File: src/common/ssm_pkg.sv
// shared constants and carrier types for the serial mode and clock select block
package ssm_pkg;
	// bus geometry
	localparam int SSM_ADDR_W = 18;
	localparam int SSM_DATA_W = 32;
	// register indices; byte address is four times the index
	localparam logic [15:0] SSM_IDX_MODE = 16'hFF72;
	localparam logic [15:0] SSM_IDX_BAUD = 16'hFF73;
	localparam logic [15:0] SSM_IDX_ASYNC = 16'hFF74;
	localparam logic [15:0] SSM_IDX_DATA = 16'hFF75;
	localparam logic [15:0] SSM_IDX_BITOP = 16'hFF76;
	localparam logic [15:0] SSM_IDX_STATUS = 16'hFF77;
	// reset values
	localparam logic [7:0] SSM_MODE_RST = 8'h00;
	localparam logic [7:0] SSM_BAUD_RST = 8'h00;
	localparam logic [7:0] SSM_ASYNC_RST = 8'h00;
	// mode register fields
	localparam int SSM_MODE_EN_BIT = 7;
	localparam int SSM_MODE_ORDER_BIT = 2;
	localparam int SSM_MODE_CLK_BIT = 1;
	localparam logic [7:0] SSM_MODE_WMASK = 8'h86;
	// async mode register field
	localparam int SSM_ASYNC_EN_BIT = 7;
	// baud value that selects the external async clock pin
	localparam logic [7:0] SSM_BAUD_EXT = 8'h80;
	// external async clock divide ratio, minus one
	localparam logic [3:0] SSM_ASYNC_DIV_LAST = 4'hF;
	// bit operation register fields
	localparam int SSM_BITOP_VAL_BIT = 3;
	// bits per transfer
	localparam logic [3:0] SSM_XFER_BITS = 4'h8;
	// axi responses
	localparam logic [1:0] SSM_RESP_OKAY = 2'h0;
	localparam logic [1:0] SSM_RESP_SLVERR = 2'h2;
	// pin outputs that travel together
	typedef struct packed {
		logic sck_o;
		logic sck_oe;
		logic sdo;
	} ssm_pin_out_s;
	// shift engine states
	typedef enum logic [0:0] {SSM_IDLE, SSM_SHIFT} ssm_state_e;
endpackage

File: src/design/ssm_serial_mode.sv
// serial interface mode control, shift clock selection and 3-wire shifter
// What this block does
// - reset clears mode register to zero
// - mode register writable per bit or byte
// - bit 7 enables 3-wire operation
// - bit 2 picks msb or lsb first
// - bit 1 picks pin or baud clock
// - external async clock divided by sixteen
// - internal shift clock is clock over 2^(n+1)
// - baud value 80 hex selects async pin
`timescale 1ns/1ps
module ssm_serial_mode (
	// clock and reset
	input wire logic aclk,
	input wire logic aresetn,
	// axi4-lite write address
	input wire logic awvalid,
	output logic awready,
	input wire logic [ssm_pkg::SSM_ADDR_W-1:0] awaddr,
	input wire logic [2:0] awprot,
	// axi4-lite write data
	input wire logic wvalid,
	output logic wready,
	input wire logic [ssm_pkg::SSM_DATA_W-1:0] wdata,
	input wire logic [3:0] wstrb,
	// axi4-lite write response
	output logic bvalid,
	input wire logic bready,
	output logic [1:0] bresp,
	// axi4-lite read address
	input wire logic arvalid,
	output logic arready,
	input wire logic [ssm_pkg::SSM_ADDR_W-1:0] araddr,
	input wire logic [2:0] arprot,
	// axi4-lite read data
	output logic rvalid,
	input wire logic rready,
	output logic [ssm_pkg::SSM_DATA_W-1:0] rdata,
	output logic [1:0] rresp,
	// serial pins
	input wire logic serial_clock_pin_i,
	input wire logic serial_data_in,
	output ssm_pkg::ssm_pin_out_s pins,
	// async clock pin and uart baud tick
	input wire logic async_clock_input_pin,
	output logic uart_baud_tick
);
	import ssm_pkg::*;

	// software-visible registers
	logic [7:0] serial_sync_mode_control_r; // mode register
	logic [7:0] baud_generator_control_r; // baud generator value
	logic [7:0] async_mode_control_r; // uart enable
	logic [7:0] rx_data_r; // last received byte
	logic [7:0] tx_r; // transmit shift register
	logic [3:0] bits_left_r; // bits still to sample
	ssm_state_e state_r; // shifter state
	// bus slave state
	logic aw_hold_r, w_hold_r; // captured address / data
	logic [15:0] aw_idx_r; // captured write index
	logic [31:0] w_data_r; // captured write data
	logic [3:0] w_strb_r; // captured strobes
	// pin synchronisers
	logic [1:0] sck_sync_r, sdi_sync_r, asy_sync_r; // two-flop chains
	logic sck_last_r, asy_last_r; // edge history after sync
	// clock generation
	logic [7:0] div_cnt_r; // prescaler count
	logic [3:0] asy_cnt_r; // external async edge count
	ssm_pin_out_s pins_nxt; // next pin values

	// decoded controls
	logic sync_serial_enable, first_bit_order, sync_clock_source;
	logic uart_en, async_ext, wr_fire, start_req, half_tick, fall_ev, rise_ev;
	logic [7:0] div_last;
	logic [3:0] baud_n;
	assign sync_serial_enable = serial_sync_mode_control_r[SSM_MODE_EN_BIT];
	assign first_bit_order = serial_sync_mode_control_r[SSM_MODE_ORDER_BIT];
	assign sync_clock_source = serial_sync_mode_control_r[SSM_MODE_CLK_BIT];
	assign uart_en = async_mode_control_r[SSM_ASYNC_EN_BIT];
	assign async_ext = uart_en && (baud_generator_control_r == SSM_BAUD_EXT);
	// n = upper field plus one, one to eight
	assign baud_n = {1'b0, baud_generator_control_r[6:4]} + 4'h1;
	// half period of 2^n cycles gives clock over 2^(n+1)
	assign div_last = 8'(({1'b0, 8'h00} | (9'h1 << baud_n)) - 9'h1);
	assign half_tick = (div_cnt_r == div_last);
	assign wr_fire = aw_hold_r && w_hold_r && !bvalid;

	// write address and data channels, taken in either order
	always_ff @(posedge aclk) begin
		if (!aresetn) begin
			aw_hold_r <= 1'b0;
			w_hold_r <= 1'b0;
			aw_idx_r <= 16'h0000;
			w_data_r <= 32'h0000_0000;
			w_strb_r <= 4'h0;
		end else begin
			// address beat
			if (awvalid && awready) begin
				aw_hold_r <= 1'b1;
				aw_idx_r <= awaddr[SSM_ADDR_W-1:2];
			end else if (wr_fire) begin
				aw_hold_r <= 1'b0;
			end
			// data beat
			if (wvalid && wready) begin
				w_hold_r <= 1'b1;
				w_data_r <= wdata;
				w_strb_r <= wstrb;
			end else if (wr_fire) begin
				w_hold_r <= 1'b0;
			end
		end
	end
	assign awready = !aw_hold_r;
	assign wready = !w_hold_r;

	// write response
	always_ff @(posedge aclk) begin
		if (!aresetn) begin
			bvalid <= 1'b0;
			bresp <= SSM_RESP_OKAY;
		end else if (wr_fire) begin
			bvalid <= 1'b1;
			case (aw_idx_r)
				SSM_IDX_MODE, SSM_IDX_BAUD, SSM_IDX_ASYNC,
				SSM_IDX_DATA, SSM_IDX_BITOP, SSM_IDX_STATUS: bresp <= SSM_RESP_OKAY;
				default: bresp <= SSM_RESP_SLVERR;
			endcase
		end else if (bready) begin
			bvalid <= 1'b0;
		end
	end

	// mode register: byte write or single-bit operation
	always_ff @(posedge aclk) begin
		if (!aresetn) begin
			serial_sync_mode_control_r <= SSM_MODE_RST;
		end else if (wr_fire && w_strb_r[0]) begin
			if (aw_idx_r == SSM_IDX_MODE) begin
				// reserved bits stay zero
				serial_sync_mode_control_r <= w_data_r[7:0] & SSM_MODE_WMASK;
			end else if (aw_idx_r == SSM_IDX_BITOP) begin
				// one bit set or cleared, others kept
				serial_sync_mode_control_r[w_data_r[2:0]] <=
					w_data_r[SSM_BITOP_VAL_BIT] & SSM_MODE_WMASK[w_data_r[2:0]];
			end
		end
	end

	// baud and async mode registers
	always_ff @(posedge aclk) begin
		if (!aresetn) begin
			baud_generator_control_r <= SSM_BAUD_RST;
			async_mode_control_r <= SSM_ASYNC_RST;
		end else if (wr_fire && w_strb_r[0]) begin
			if (aw_idx_r == SSM_IDX_BAUD) baud_generator_control_r <= w_data_r[7:0];
			if (aw_idx_r == SSM_IDX_ASYNC) async_mode_control_r <= w_data_r[7:0];
		end
	end

	// read channel, one cycle after address
	always_ff @(posedge aclk) begin
		if (!aresetn) begin
			rvalid <= 1'b0;
			rdata <= 32'h0000_0000;
			rresp <= SSM_RESP_OKAY;
		end else if (arvalid && arready) begin
			rvalid <= 1'b1;
			rresp <= SSM_RESP_OKAY;
			unique case (araddr[SSM_ADDR_W-1:2])
				SSM_IDX_MODE: rdata <= {24'h000000, serial_sync_mode_control_r};
				SSM_IDX_BAUD: rdata <= {24'h000000, baud_generator_control_r};
				SSM_IDX_ASYNC: rdata <= {24'h000000, async_mode_control_r};
				SSM_IDX_DATA: rdata <= {24'h000000, rx_data_r};
				SSM_IDX_BITOP: rdata <= 32'h0000_0000;
				SSM_IDX_STATUS: rdata <= {24'h000000, bits_left_r, 1'b0, async_ext,
					uart_en, (state_r == SSM_SHIFT)};
				default: begin
					rdata <= 32'h0000_0000;
					rresp <= SSM_RESP_SLVERR;
				end
			endcase
		end else if (rready) begin
			rvalid <= 1'b0;
		end
	end
	assign arready = !rvalid;

	// pin synchronisers; first stage feeds only the second
	always_ff @(posedge aclk) begin
		if (!aresetn) begin
			sck_sync_r <= 2'h3;
			sdi_sync_r <= 2'h0;
			asy_sync_r <= 2'h0;
			sck_last_r <= 1'b1;
			asy_last_r <= 1'b0;
		end else begin
			sck_sync_r <= {sck_sync_r[0], serial_clock_pin_i};
			sdi_sync_r <= {sdi_sync_r[0], serial_data_in};
			asy_sync_r <= {asy_sync_r[0], async_clock_input_pin};
			sck_last_r <= sck_sync_r[1];
			asy_last_r <= asy_sync_r[1];
		end
	end

	// prescaler; restarts with each transfer so the first half period is full
	always_ff @(posedge aclk) begin
		if (!aresetn) begin
			div_cnt_r <= 8'h00;
		end else if (start_req || half_tick) begin
			div_cnt_r <= 8'h00;
		end else begin
			div_cnt_r <= div_cnt_r + 8'h01;
		end
	end

	// uart baud tick: external pin over sixteen, else the prescaler
	always_ff @(posedge aclk) begin
		if (!aresetn) begin
			asy_cnt_r <= 4'h0;
			uart_baud_tick <= 1'b0;
		end else if (async_ext) begin
			if (asy_sync_r[1] && !asy_last_r) asy_cnt_r <= asy_cnt_r + 4'h1;
			uart_baud_tick <= asy_sync_r[1] && !asy_last_r &&
				(asy_cnt_r == SSM_ASYNC_DIV_LAST);
		end else begin
			asy_cnt_r <= 4'h0;
			uart_baud_tick <= uart_en && half_tick;
		end
	end

	// shift clock edges from the chosen source
	assign start_req = wr_fire && w_strb_r[0] && (aw_idx_r == SSM_IDX_DATA) &&
		sync_serial_enable && (state_r == SSM_IDLE);
	assign fall_ev = sync_clock_source ? (half_tick && pins.sck_o) :
		(!sck_sync_r[1] && sck_last_r);
	assign rise_ev = sync_clock_source ? (half_tick && !pins.sck_o) :
		(sck_sync_r[1] && !sck_last_r);

	// shifter state and counters
	always_ff @(posedge aclk) begin
		if (!aresetn) begin
			state_r <= SSM_IDLE;
			bits_left_r <= 4'h0;
			tx_r <= 8'h00;
			rx_data_r <= 8'h00;
		end else if (!sync_serial_enable) begin
			// disabled: abandon any transfer and stay idle
			state_r <= SSM_IDLE;
			bits_left_r <= 4'h0;
		end else begin
			unique case (state_r)
				SSM_IDLE: if (start_req) begin
					state_r <= SSM_SHIFT;
					bits_left_r <= SSM_XFER_BITS;
					tx_r <= w_data_r[7:0];
				end
				SSM_SHIFT: begin
					// falling edge after the first of the transfer moves next bit up
					if (fall_ev && bits_left_r != SSM_XFER_BITS) begin
						tx_r <= first_bit_order ? {1'b0, tx_r[7:1]} : {tx_r[6:0], 1'b0};
					end
					// rising edge samples input
					if (rise_ev) begin
						rx_data_r <= first_bit_order ? {sdi_sync_r[1], rx_data_r[7:1]} :
							{rx_data_r[6:0], sdi_sync_r[1]};
						bits_left_r <= bits_left_r - 4'h1;
						if (bits_left_r == 4'h1) state_r <= SSM_IDLE;
					end
				end
			endcase
		end
	end

	// pin drive: clock driven only when enabled with internal source
	always_comb begin
		pins_nxt = pins;
		pins_nxt.sck_oe = sync_serial_enable && sync_clock_source;
		pins_nxt.sdo = first_bit_order ? tx_r[0] : tx_r[7];
		if (!sync_serial_enable || state_r == SSM_IDLE) begin
			pins_nxt.sck_o = 1'b1;
		end else if (sync_clock_source && half_tick) begin
			pins_nxt.sck_o = !pins.sck_o;
		end
	end
	always_ff @(posedge aclk) begin
		if (!aresetn) begin
			pins <= '{sck_o: 1'b1, sck_oe: 1'b0, sdo: 1'b0};
		end else begin
			pins <= pins_nxt;
		end
	end

	// checks
	property p_reset_mode;
		@(posedge aclk) !aresetn |=> serial_sync_mode_control_r == SSM_MODE_RST;
	endproperty
	a_reset_mode: assert property (p_reset_mode) else $error("mode not cleared by reset");

	property p_byte_write;
		@(posedge aclk) disable iff (!aresetn)
		wr_fire && w_strb_r[0] && aw_idx_r == SSM_IDX_MODE
		|=> serial_sync_mode_control_r == ($past(w_data_r[7:0]) & SSM_MODE_WMASK);
	endproperty
	a_byte_write: assert property (p_byte_write) else $error("byte write lost");

	property p_disabled_idle;
		@(posedge aclk) disable iff (!aresetn)
		!sync_serial_enable |=> state_r == SSM_IDLE ##1 pins.sck_o;
	endproperty
	a_disabled_idle: assert property (p_disabled_idle) else $error("shifter ran disabled");

	property p_enable_gate;
		@(posedge aclk) disable iff (!aresetn)
		$rose(state_r == SSM_SHIFT) |-> $past(sync_serial_enable);
	endproperty
	a_enable_gate: assert property (p_enable_gate) else $error("transfer without enable");

	property p_first_bit;
		@(posedge aclk) disable iff (!aresetn)
		start_req ##1 sync_serial_enable
		|=> pins.sdo == (first_bit_order ? tx_r[0] : tx_r[7]);
	endproperty
	a_first_bit: assert property (p_first_bit) else $error("wrong first bit");

	property p_clk_oe;
		@(posedge aclk) disable iff (!aresetn)
		##1 $stable(serial_sync_mode_control_r)
		|-> pins.sck_oe == $past(sync_serial_enable && sync_clock_source);
	endproperty
	a_clk_oe: assert property (p_clk_oe) else $error("clock drive wrong");

	property p_div16;
		@(posedge aclk) disable iff (!aresetn)
		uart_baud_tick && $past(async_ext) |-> $past(asy_cnt_r) == SSM_ASYNC_DIV_LAST;
	endproperty
	a_div16: assert property (p_div16) else $error("async divide not sixteen");

	property p_ext_select;
		@(posedge aclk) disable iff (!aresetn)
		uart_en && baud_generator_control_r == SSM_BAUD_EXT && !half_tick
		|=> !uart_baud_tick || $past(asy_sync_r[1] && !asy_last_r);
	endproperty
	a_ext_select: assert property (p_ext_select) else $error("baud tick not from pin");

	property p_half_period;
		@(posedge aclk) disable iff (!aresetn)
		half_tick && !start_req ##1 $stable(baud_generator_control_r)
		|-> div_cnt_r == 8'h00;
	endproperty
	a_half_period: assert property (p_half_period) else $error("prescaler not restarted");
endmodule // ssm_serial_mode

File: config.mk
export PLATFORM = sky130hd
export DESIGN_NAME = ssm_serial_mode
export DESIGN_NICKNAME = d
export VERILOG_FILES = /design/src/common/ssm_pkg.sv /design/src/design/ssm_serial_mode.sv
export SDC_FILE = /design/constraint.sdc
export NUM_CORES = 1
export LEC_CHECK = 0
export ABC_AREA = 1
export BUFFER_PORTS_ARGS = -buffer_cell sky130_fd_sc_hd__buf_2
export CAP_MARGIN = 20
export CORE_ASPECT_RATIO = 0.6
export CORE_MARGIN = 8
export CORE_UTILIZATION = 45
export CTS_BUF_LIST = sky130_fd_sc_hd__clkbuf_4 sky130_fd_sc_hd__clkbuf_8
export DETAILED_ROUTE_END_ITERATION = 8
export GPL_TIMING_DRIVEN = 0
export HOLD_SLACK_MARGIN = 0.12
export PLACE_DENSITY_LB_ADDON = 0.12
export SYNTH_ARGS = -nofsm -noshare
export SYNTH_HDL_FRONTEND = slang
export SYNTH_SLANG_ARGS = --single-unit
File: constraint.sdc
create_clock -name aclk -period 4 [get_ports aclk]
set_input_delay 0.8 -clock aclk [delete_from_list [all_inputs] [get_ports aclk]]
set_output_delay 0.8 -clock aclk [all_outputs]
set_load 0.02 [all_outputs]
# --- After elaboration in Yosys (flattened, before gate mapping) ---
# Memory sizes are Yosys's and may differ from the RTL's. A register that Yosys moved wholly into a read port is not among the register bits.
# Cells that the tools add are included.
totals:
  mem_count: 1
  latch_bits: 0
  romBits: 8
  ramBits: 0
  reg_bits: 134
mem_list:
  columns: ["name", "depth", "width", "rd", "rd_clocked_by_memory_dff", "wr", "line_no", "source"]
  rows:
  - ["(name not given)", 8, 1, 1, 1, 0, "ssm_serial_mode.sv:145", "w_data_r[SSM_BITOP_VAL_BIT] & SSM_MODE_WMASK[w_data_r[2:0]];"]
classes:
  shifts: 1
  bitwise_logic: 3
  reduce_logical: 49
  n_eq_ne: 20
  n_mul: 0
  order_cmp: 2
  addsub: 5
  n_mux: 34
  div: 0
op_table:
  columns: ["cell", "n"]
  rows:
  - ["$eq A16 B16 Y1 const B", 12]
  - ["$mux W8", 6]
  - ["$pmux W8 S5", 1]
  - ["$logic_and A1 B1 Y1", 21]
  - ["$mux W1", 16]
  - ["$pmux W8 S2", 1]
  - ["$reduce_and A2 Y1", 6]
  - ["$reduce_or A6 Y1", 2]
  - ["$reduce_bool A2 Y1", 5]
  - ["$logic_not A1 Y1", 9]
  - ["$add A8 B1 Y8 const B", 1]
  - ["$bwmux W8", 1]
  - ["$eq A8 B8 Y1", 1]
  - ["$eq A8 B8 Y1 const B", 1]
  - ["$mux W4", 2]
  - ["$pmux W4 S2", 1]
  - ["$shl A1 B4 Y8 const A", 1]
  - ["$sub A8 B1 Y8 const B", 1]
  - ["$mux W3", 2]
  - ["$reduce_and A3 Y1", 2]
  - ["$add A3 B1 Y4 const B", 1]
  - ["$add A4 B1 Y4 const B", 1]
  - ["$eq A4 B1 Y1 const B", 1]
  - ["$eq A4 B4 Y1 const B", 1]
  - ["other kinds (13)", 18]

# --- Depth between registers and ports, before layout ---
depth:
  ltp_word: 9
  ltp_mapped: 19
  ltp_nobuf: 17

# --- Least setup slack after synthesis ---
# Ideal clock, no wire load.
synth_timing:
  path_kind: "input to register"
  start: "input port aresetn"
  end: "register with a tool-made name"
  arrival_time_ns: 2.008
  setup_ns: 0.121
  cell_stages: 6
  setup_slack_ns: 1.871
  path_cell_list: "clkbuf_1 > clkbuf_1 > o21ai_0 > a21oi_1 > ha_1 > mux2_2"
synth_rtl:
  columns: ["item", "line_no", "source"]
  rows:
  - ["start, declared", "ssm_serial_mode.sv:15", "input wire logic aresetn,"]

# --- Final worst setup path ---
layout_timing:
  start: "register baud_generator_control_r[4]"
  end: "register tx_r[6]"
layout_between:
  elab_chain_len: 9
layout_rtl:
  columns: ["item", "line_no", "source"]
  rows:
  - ["start, declared", "ssm_serial_mode.sv:52", "logic [7:0] baud_generator_control_r;"]
  - ["start signal, assigned", "ssm_serial_mode.sv:156", "if (aw_idx_r == SSM_IDX_BAUD) baud_generator_control_r <= w_data_r[7:0];"]
  - ["$add A3 B1 Y4", "ssm_serial_mode.sv:82", "assign baud_n = {1'b0, baud_generator_control_r[6:4]} + 4'h1;"]
  - ["$shl A1 B4 Y8", "ssm_serial_mode.sv:84", "assign div_last = 8'(({1'b0, 8'h00} | (9'h1 << baud_n)) - 9'h1);"]
  - ["$sub A8 B1 Y8", "ssm_serial_mode.sv:84", null]
  - ["$eq A8 B8 Y1", "ssm_serial_mode.sv:85", "assign half_tick = (div_cnt_r == div_last);"]
  - ["$logic_and A1 B1 Y1", "ssm_serial_mode.sv:235", "assign fall_ev = sync_clock_source ? (half_tick && pins.sck_o) :"]
  - ["$mux W1", "ssm_serial_mode.sv:235", null]
  - ["$logic_and A1 B1 Y1", "ssm_serial_mode.sv:260", "if (fall_ev && bits_left_r != SSM_XFER_BITS) begin"]
  - ["$ne A2 B1 Y1 (no line)", null, null]
  - ["$reduce_and A3 Y1 (no line)", null, null]
  - ["end signal, assigned", "ssm_serial_mode.sv:256", "tx_r <= w_data_r[7:0];"]
  - ["end signal, assigned", "ssm_serial_mode.sv:261", "tx_r <= first_bit_order ? {1'b0, tx_r[7:1]} : {tx_r[6:0], 1'b0};"]
  - ["end, declared", "ssm_serial_mode.sv:55", "logic [7:0] tx_r;"]
# No other way between the ends.
# A chain may end at the register's enable or synchronous reset.

==> summary.md <==
| Metric | Value |
|---|---|
| Met3 GRT Util | `approximately 4.1%` |
| Startpoint types | `flip-flop` |
| Met2 usage | `30.4%` |
| Number of routed nets with antenna violations | `0` |
| Clock skew | `0.00744 ns` |
| Max-Cap Viols | `0` |
| Yosys reg bits | `between 100 and 150` |
| Worst R2R Start | `baud_generator_control_r[4]` |
| Sequential share of the synthesized area | `between 40% and 50%` |
| Peak Freq | `approximately 0.38 GHz` |
| Area Overhead vs Synth | `16.3%` |
| Status | `finished clean` |
| IO Port Bufs | `68` |
| Final core occ | `53.0%` |
| Post-DP HPWL | `between 10000 and 15000 µm` |
| Vias in the first global route | `around 5000` |
| Post-synth top area share | `40.1%` |
| Aggregate negative setup slack | `0 ns` |
| IO Count | `between 100 and 150` |
| Fillers | `1222` |
| Worst Path Required | `roughly 4.3 ns` |
| Synth top cells by count | `nand2_1, dfxtp_1, nor2_1, inv_1, a21oi_1` |
| Final Wtd Congestion | `~0.9` |
| Ant diodes | `0` |
| CTS resizes | `0` |
| CP Buf/Inv Count | `2` |
| Tcrit/Tclk final | `65.8%` |
| Cell count after placement | `around 1000` |
| Worst Setup SP | `baud_generator_control_r[4]` |
| Share of layout cells above drive strength 1 | `16.3%` |
| End of the critical path | `tx_r[6]` |
| Tightest Hold Check Type | `reg -> reg` |
| Leakage power | `2.67 nW` |
| Critical path depth in cells | `18` |
| Vias per inst | `approximately 5.2` |
| Clock Latency Late Sink | `between 0.3 and 0.4 ns` |
| TritonCTS clock tree | `yes` |
| Cell area after synthesis | `5440 µm²` |
| CP max stage delay | `0.48 ns` |
| Post-CTS Hold Fix Bufs | `0` |
| Clk root buf | `clkbuf_8` |
| CP endpoint kind | `flip-flop` |
| R2R cell count | `18` |
| R2R setup slack | `1.37 ns` |
| Final wirelength | `16000 µm` |
| Postcts setup bufs | `0` |
| H-Tree Depth | `3` |
| GRT Resource Usage Total | `between 20% and 30%` |
| Pwr dens | `350 nW/µm²` |
| NumNets Final | `roughly 970` |
| Die width | `roughly 160 µm` |
| WL/cell | `15.3 µm` |
| Row count | `31` |
| Slew Limit Fails | `0` |
| Count leader, synth | `nand2_1` |
| Maximum VDD drop | `about 170 µV` |
| Clk sinks | `109` |
| Period minus WS final | `2.63 ns` |
| First-pass GRT wire length | `25400 µm` |
| CP max FO | `10` |
| Core area | `11900 µm²` |
| Synth warn | `0` |
| CP cell instances | `inv_2 -> nand3_1 -> ha_1 -> nand2_1 -> nand2_1 -> nor2_1 -> nand2_1 -> nor2_1 -> nand2_1 -> nor2_2 -> nand4_1 -> nand2_1 -> nand2_1 -> nand2_4 -> buf_6 -> nand3_1 -> nand2_1 -> nor2_1` |
| Dominant cell type by area after synthesis | `dfxtp_1` |
| Total Power | `around 0.0022 W` |
| Grt total ovfl | `0` |
| Setup violators final | `0` |
| DP Area | `around 6100 µm²` |
| Die Area | `16000 µm²` |
| DRC | `0` |
| Final-report hold violation count | `0` |
| Mean Syn Cell Area | `7.08 µm²` |
| Yosys cell types | `45` |
| Worst path slowest cell | `dfxtp_1` |
| Initial DRT Pass Iterations | `6` |
| Met1 usage | `29.0%` |
| FFs w/ async S/R, synth | `0%` |
| Relative slew slack | `35.6%` |
| Initial antenna violation count | `0` |
| Gate Count Post-Synth | `769` |
| Fin cells | `1043` |
| Worst Path Arrival | `2.91 ns` |
| Routed vias | `5445` |
| Most used cell, CP | `nand2_1` |
| Synth area leaders | `dfxtp_1, nand2_1, a21oi_1` |
| Worst R2R End | `tx_r[6]` |
| RSZ-0062 raised after global routing | `false` |
| Most common flop cell mapped by yosys | `dfxtp_1` |
| Die Y | `101 µm` |
| Kind of critical path | `reg -> reg` |
| Slew @ Worst Pin | `0.957 ns` |
| Critical path's top delay family | `simple AND/OR/NAND/NOR gates` |
| Clock slew at reported path FFs | `0.10 ns` |
| Largest net degree at the start of global routing | `19` |
| Post-synth EDFFs | `0` |
| DRT iter0 DRCs | `507` |
| Max Buffers Root-to-Sink | `2` |
| Post-route cell area | `about 6300 µm²` |
| TritonCTS Buffers | `9` |
| Initial core utilization | `45.6%` |
| GRT busiest layer | `met2` |
==> registers in the layout, summed over array words and instances (netlist names), 3 cells and up, named ones only <==
signal	count
rx_data_r	8
asy_cnt_r	4
aw_idx_r	16
bits_left_r	4
tx_r	8
rdata	8
w_data_r	8
div_cnt_r	8
pins	3
serial_sync_mode_control_r	8
baud_generator_control_r	8
async_mode_control_r	8
==> area by class of cell <==
class,count,area [µm²],area share [%]
repair buffers,68,340,5.38
inverters,94,358,5.66
well taps,165,206,3.26
clock inverters,7,120,1.90
multi-input cells,543,2690,42.5
plain buffers,48,305,4.82
flip-flops and latches,109,2180,34.5
clock buffers,9,124,1.96
==> metal layers <==
| metal | wire, µm | share of wire (%) |
|---|---|---|
| met5 | 0 | 0 |
| met1 | 7620 | 48 |
| met4 | 167 | 1.0 |
| met2 | 6790 | 43 |
| met3 | 1380 | 8.6 |
==> worst register-to-register path, cell delays in order (launching register included) <==
cell	delay [ns]
dfxtp_1	0.48
inv_2	0.10
nand3_1	0.12
ha_1	0.26
nand2_1	0.07
nand2_1	0.04
nor2_1	0.15
nand2_1	0.08
nor2_1	0.10
nand2_1	0.08
nor2_2	0.28
nand4_1	0.14
nand2_1	0.09
nand2_1	0.08
nand2_4	0.11
buf_6	0.16
nand3_1	0.08
nand2_1	0.07
nor2_1	0.05
==> cell families after synthesis <==
| family | after synthesis | synth area share [%] |
|---|---|---|
| AOI/OAI and AO/OA | 165 | 16.1 |
| xor gates and xnor gates | 6 | 0.966 |
| adders and majority gates | 6 | 1.38 |
| buffers and inverters | 142 | 12.2 |
| DFF | 109 | 40.1 |
| muxes | 1 | 0.207 |
| other | 2 | 0.138 |
| and+or+nand+nor | 338 | 28.9 |
==> where the power goes <==
group	total [W]	switching [W]	internal [W]
sequential	0.00115	0.0000303	0.00112
combinational	0.000254	0.000169	0.0000854
clock	0.000804	0.000385	0.000419
total	0.00221	0.000584	0.00163
==> metrics by stage <==
stage          hold WS, ns  setup WS (ns)
2_1_floorplan        0.390           1.87
3_3_place_gp         0.396           1.29
3_5_place_dp         0.404           1.22
4_1_cts              0.431           1.41
5_1_grt              0.453           1.09
6_report             0.425           1.37
==> worst min-delay path by stage <==
stage | start | end | slack [ns] | depth (start not counted)
floorplan | asy_sync_r[0] | asy_sync_r[1] | 0.39 | 2
global placement | sdi_sync_r[0] | sdi_sync_r[1] | 0.40 | 2
detailed placement | asy_sync_r[0] | asy_sync_r[1] | 0.40 | 2
CTS | sck_sync_r[0] | sck_sync_r[1] | 0.43 | 1
global route | asy_sync_r[0] | asy_sync_r[1] | 0.45 | 2
finish | sck_sync_r[0] | sck_sync_r[1] | 0.43 | 1
==> placed cells by master, fill, tap and decap left out, drive strengths merged, types with 10 or more instances in the layout <==
cell,n
nand2,148
dfxtp,109
buf,102
inv,93
nor2,90
a21oi,76
o21ai,66
nand3,43
conb,27
nand4,23
clkbuf,23
nor3,19
a211oi,10
No activity file was read; power rests on OpenSTA's default activity.
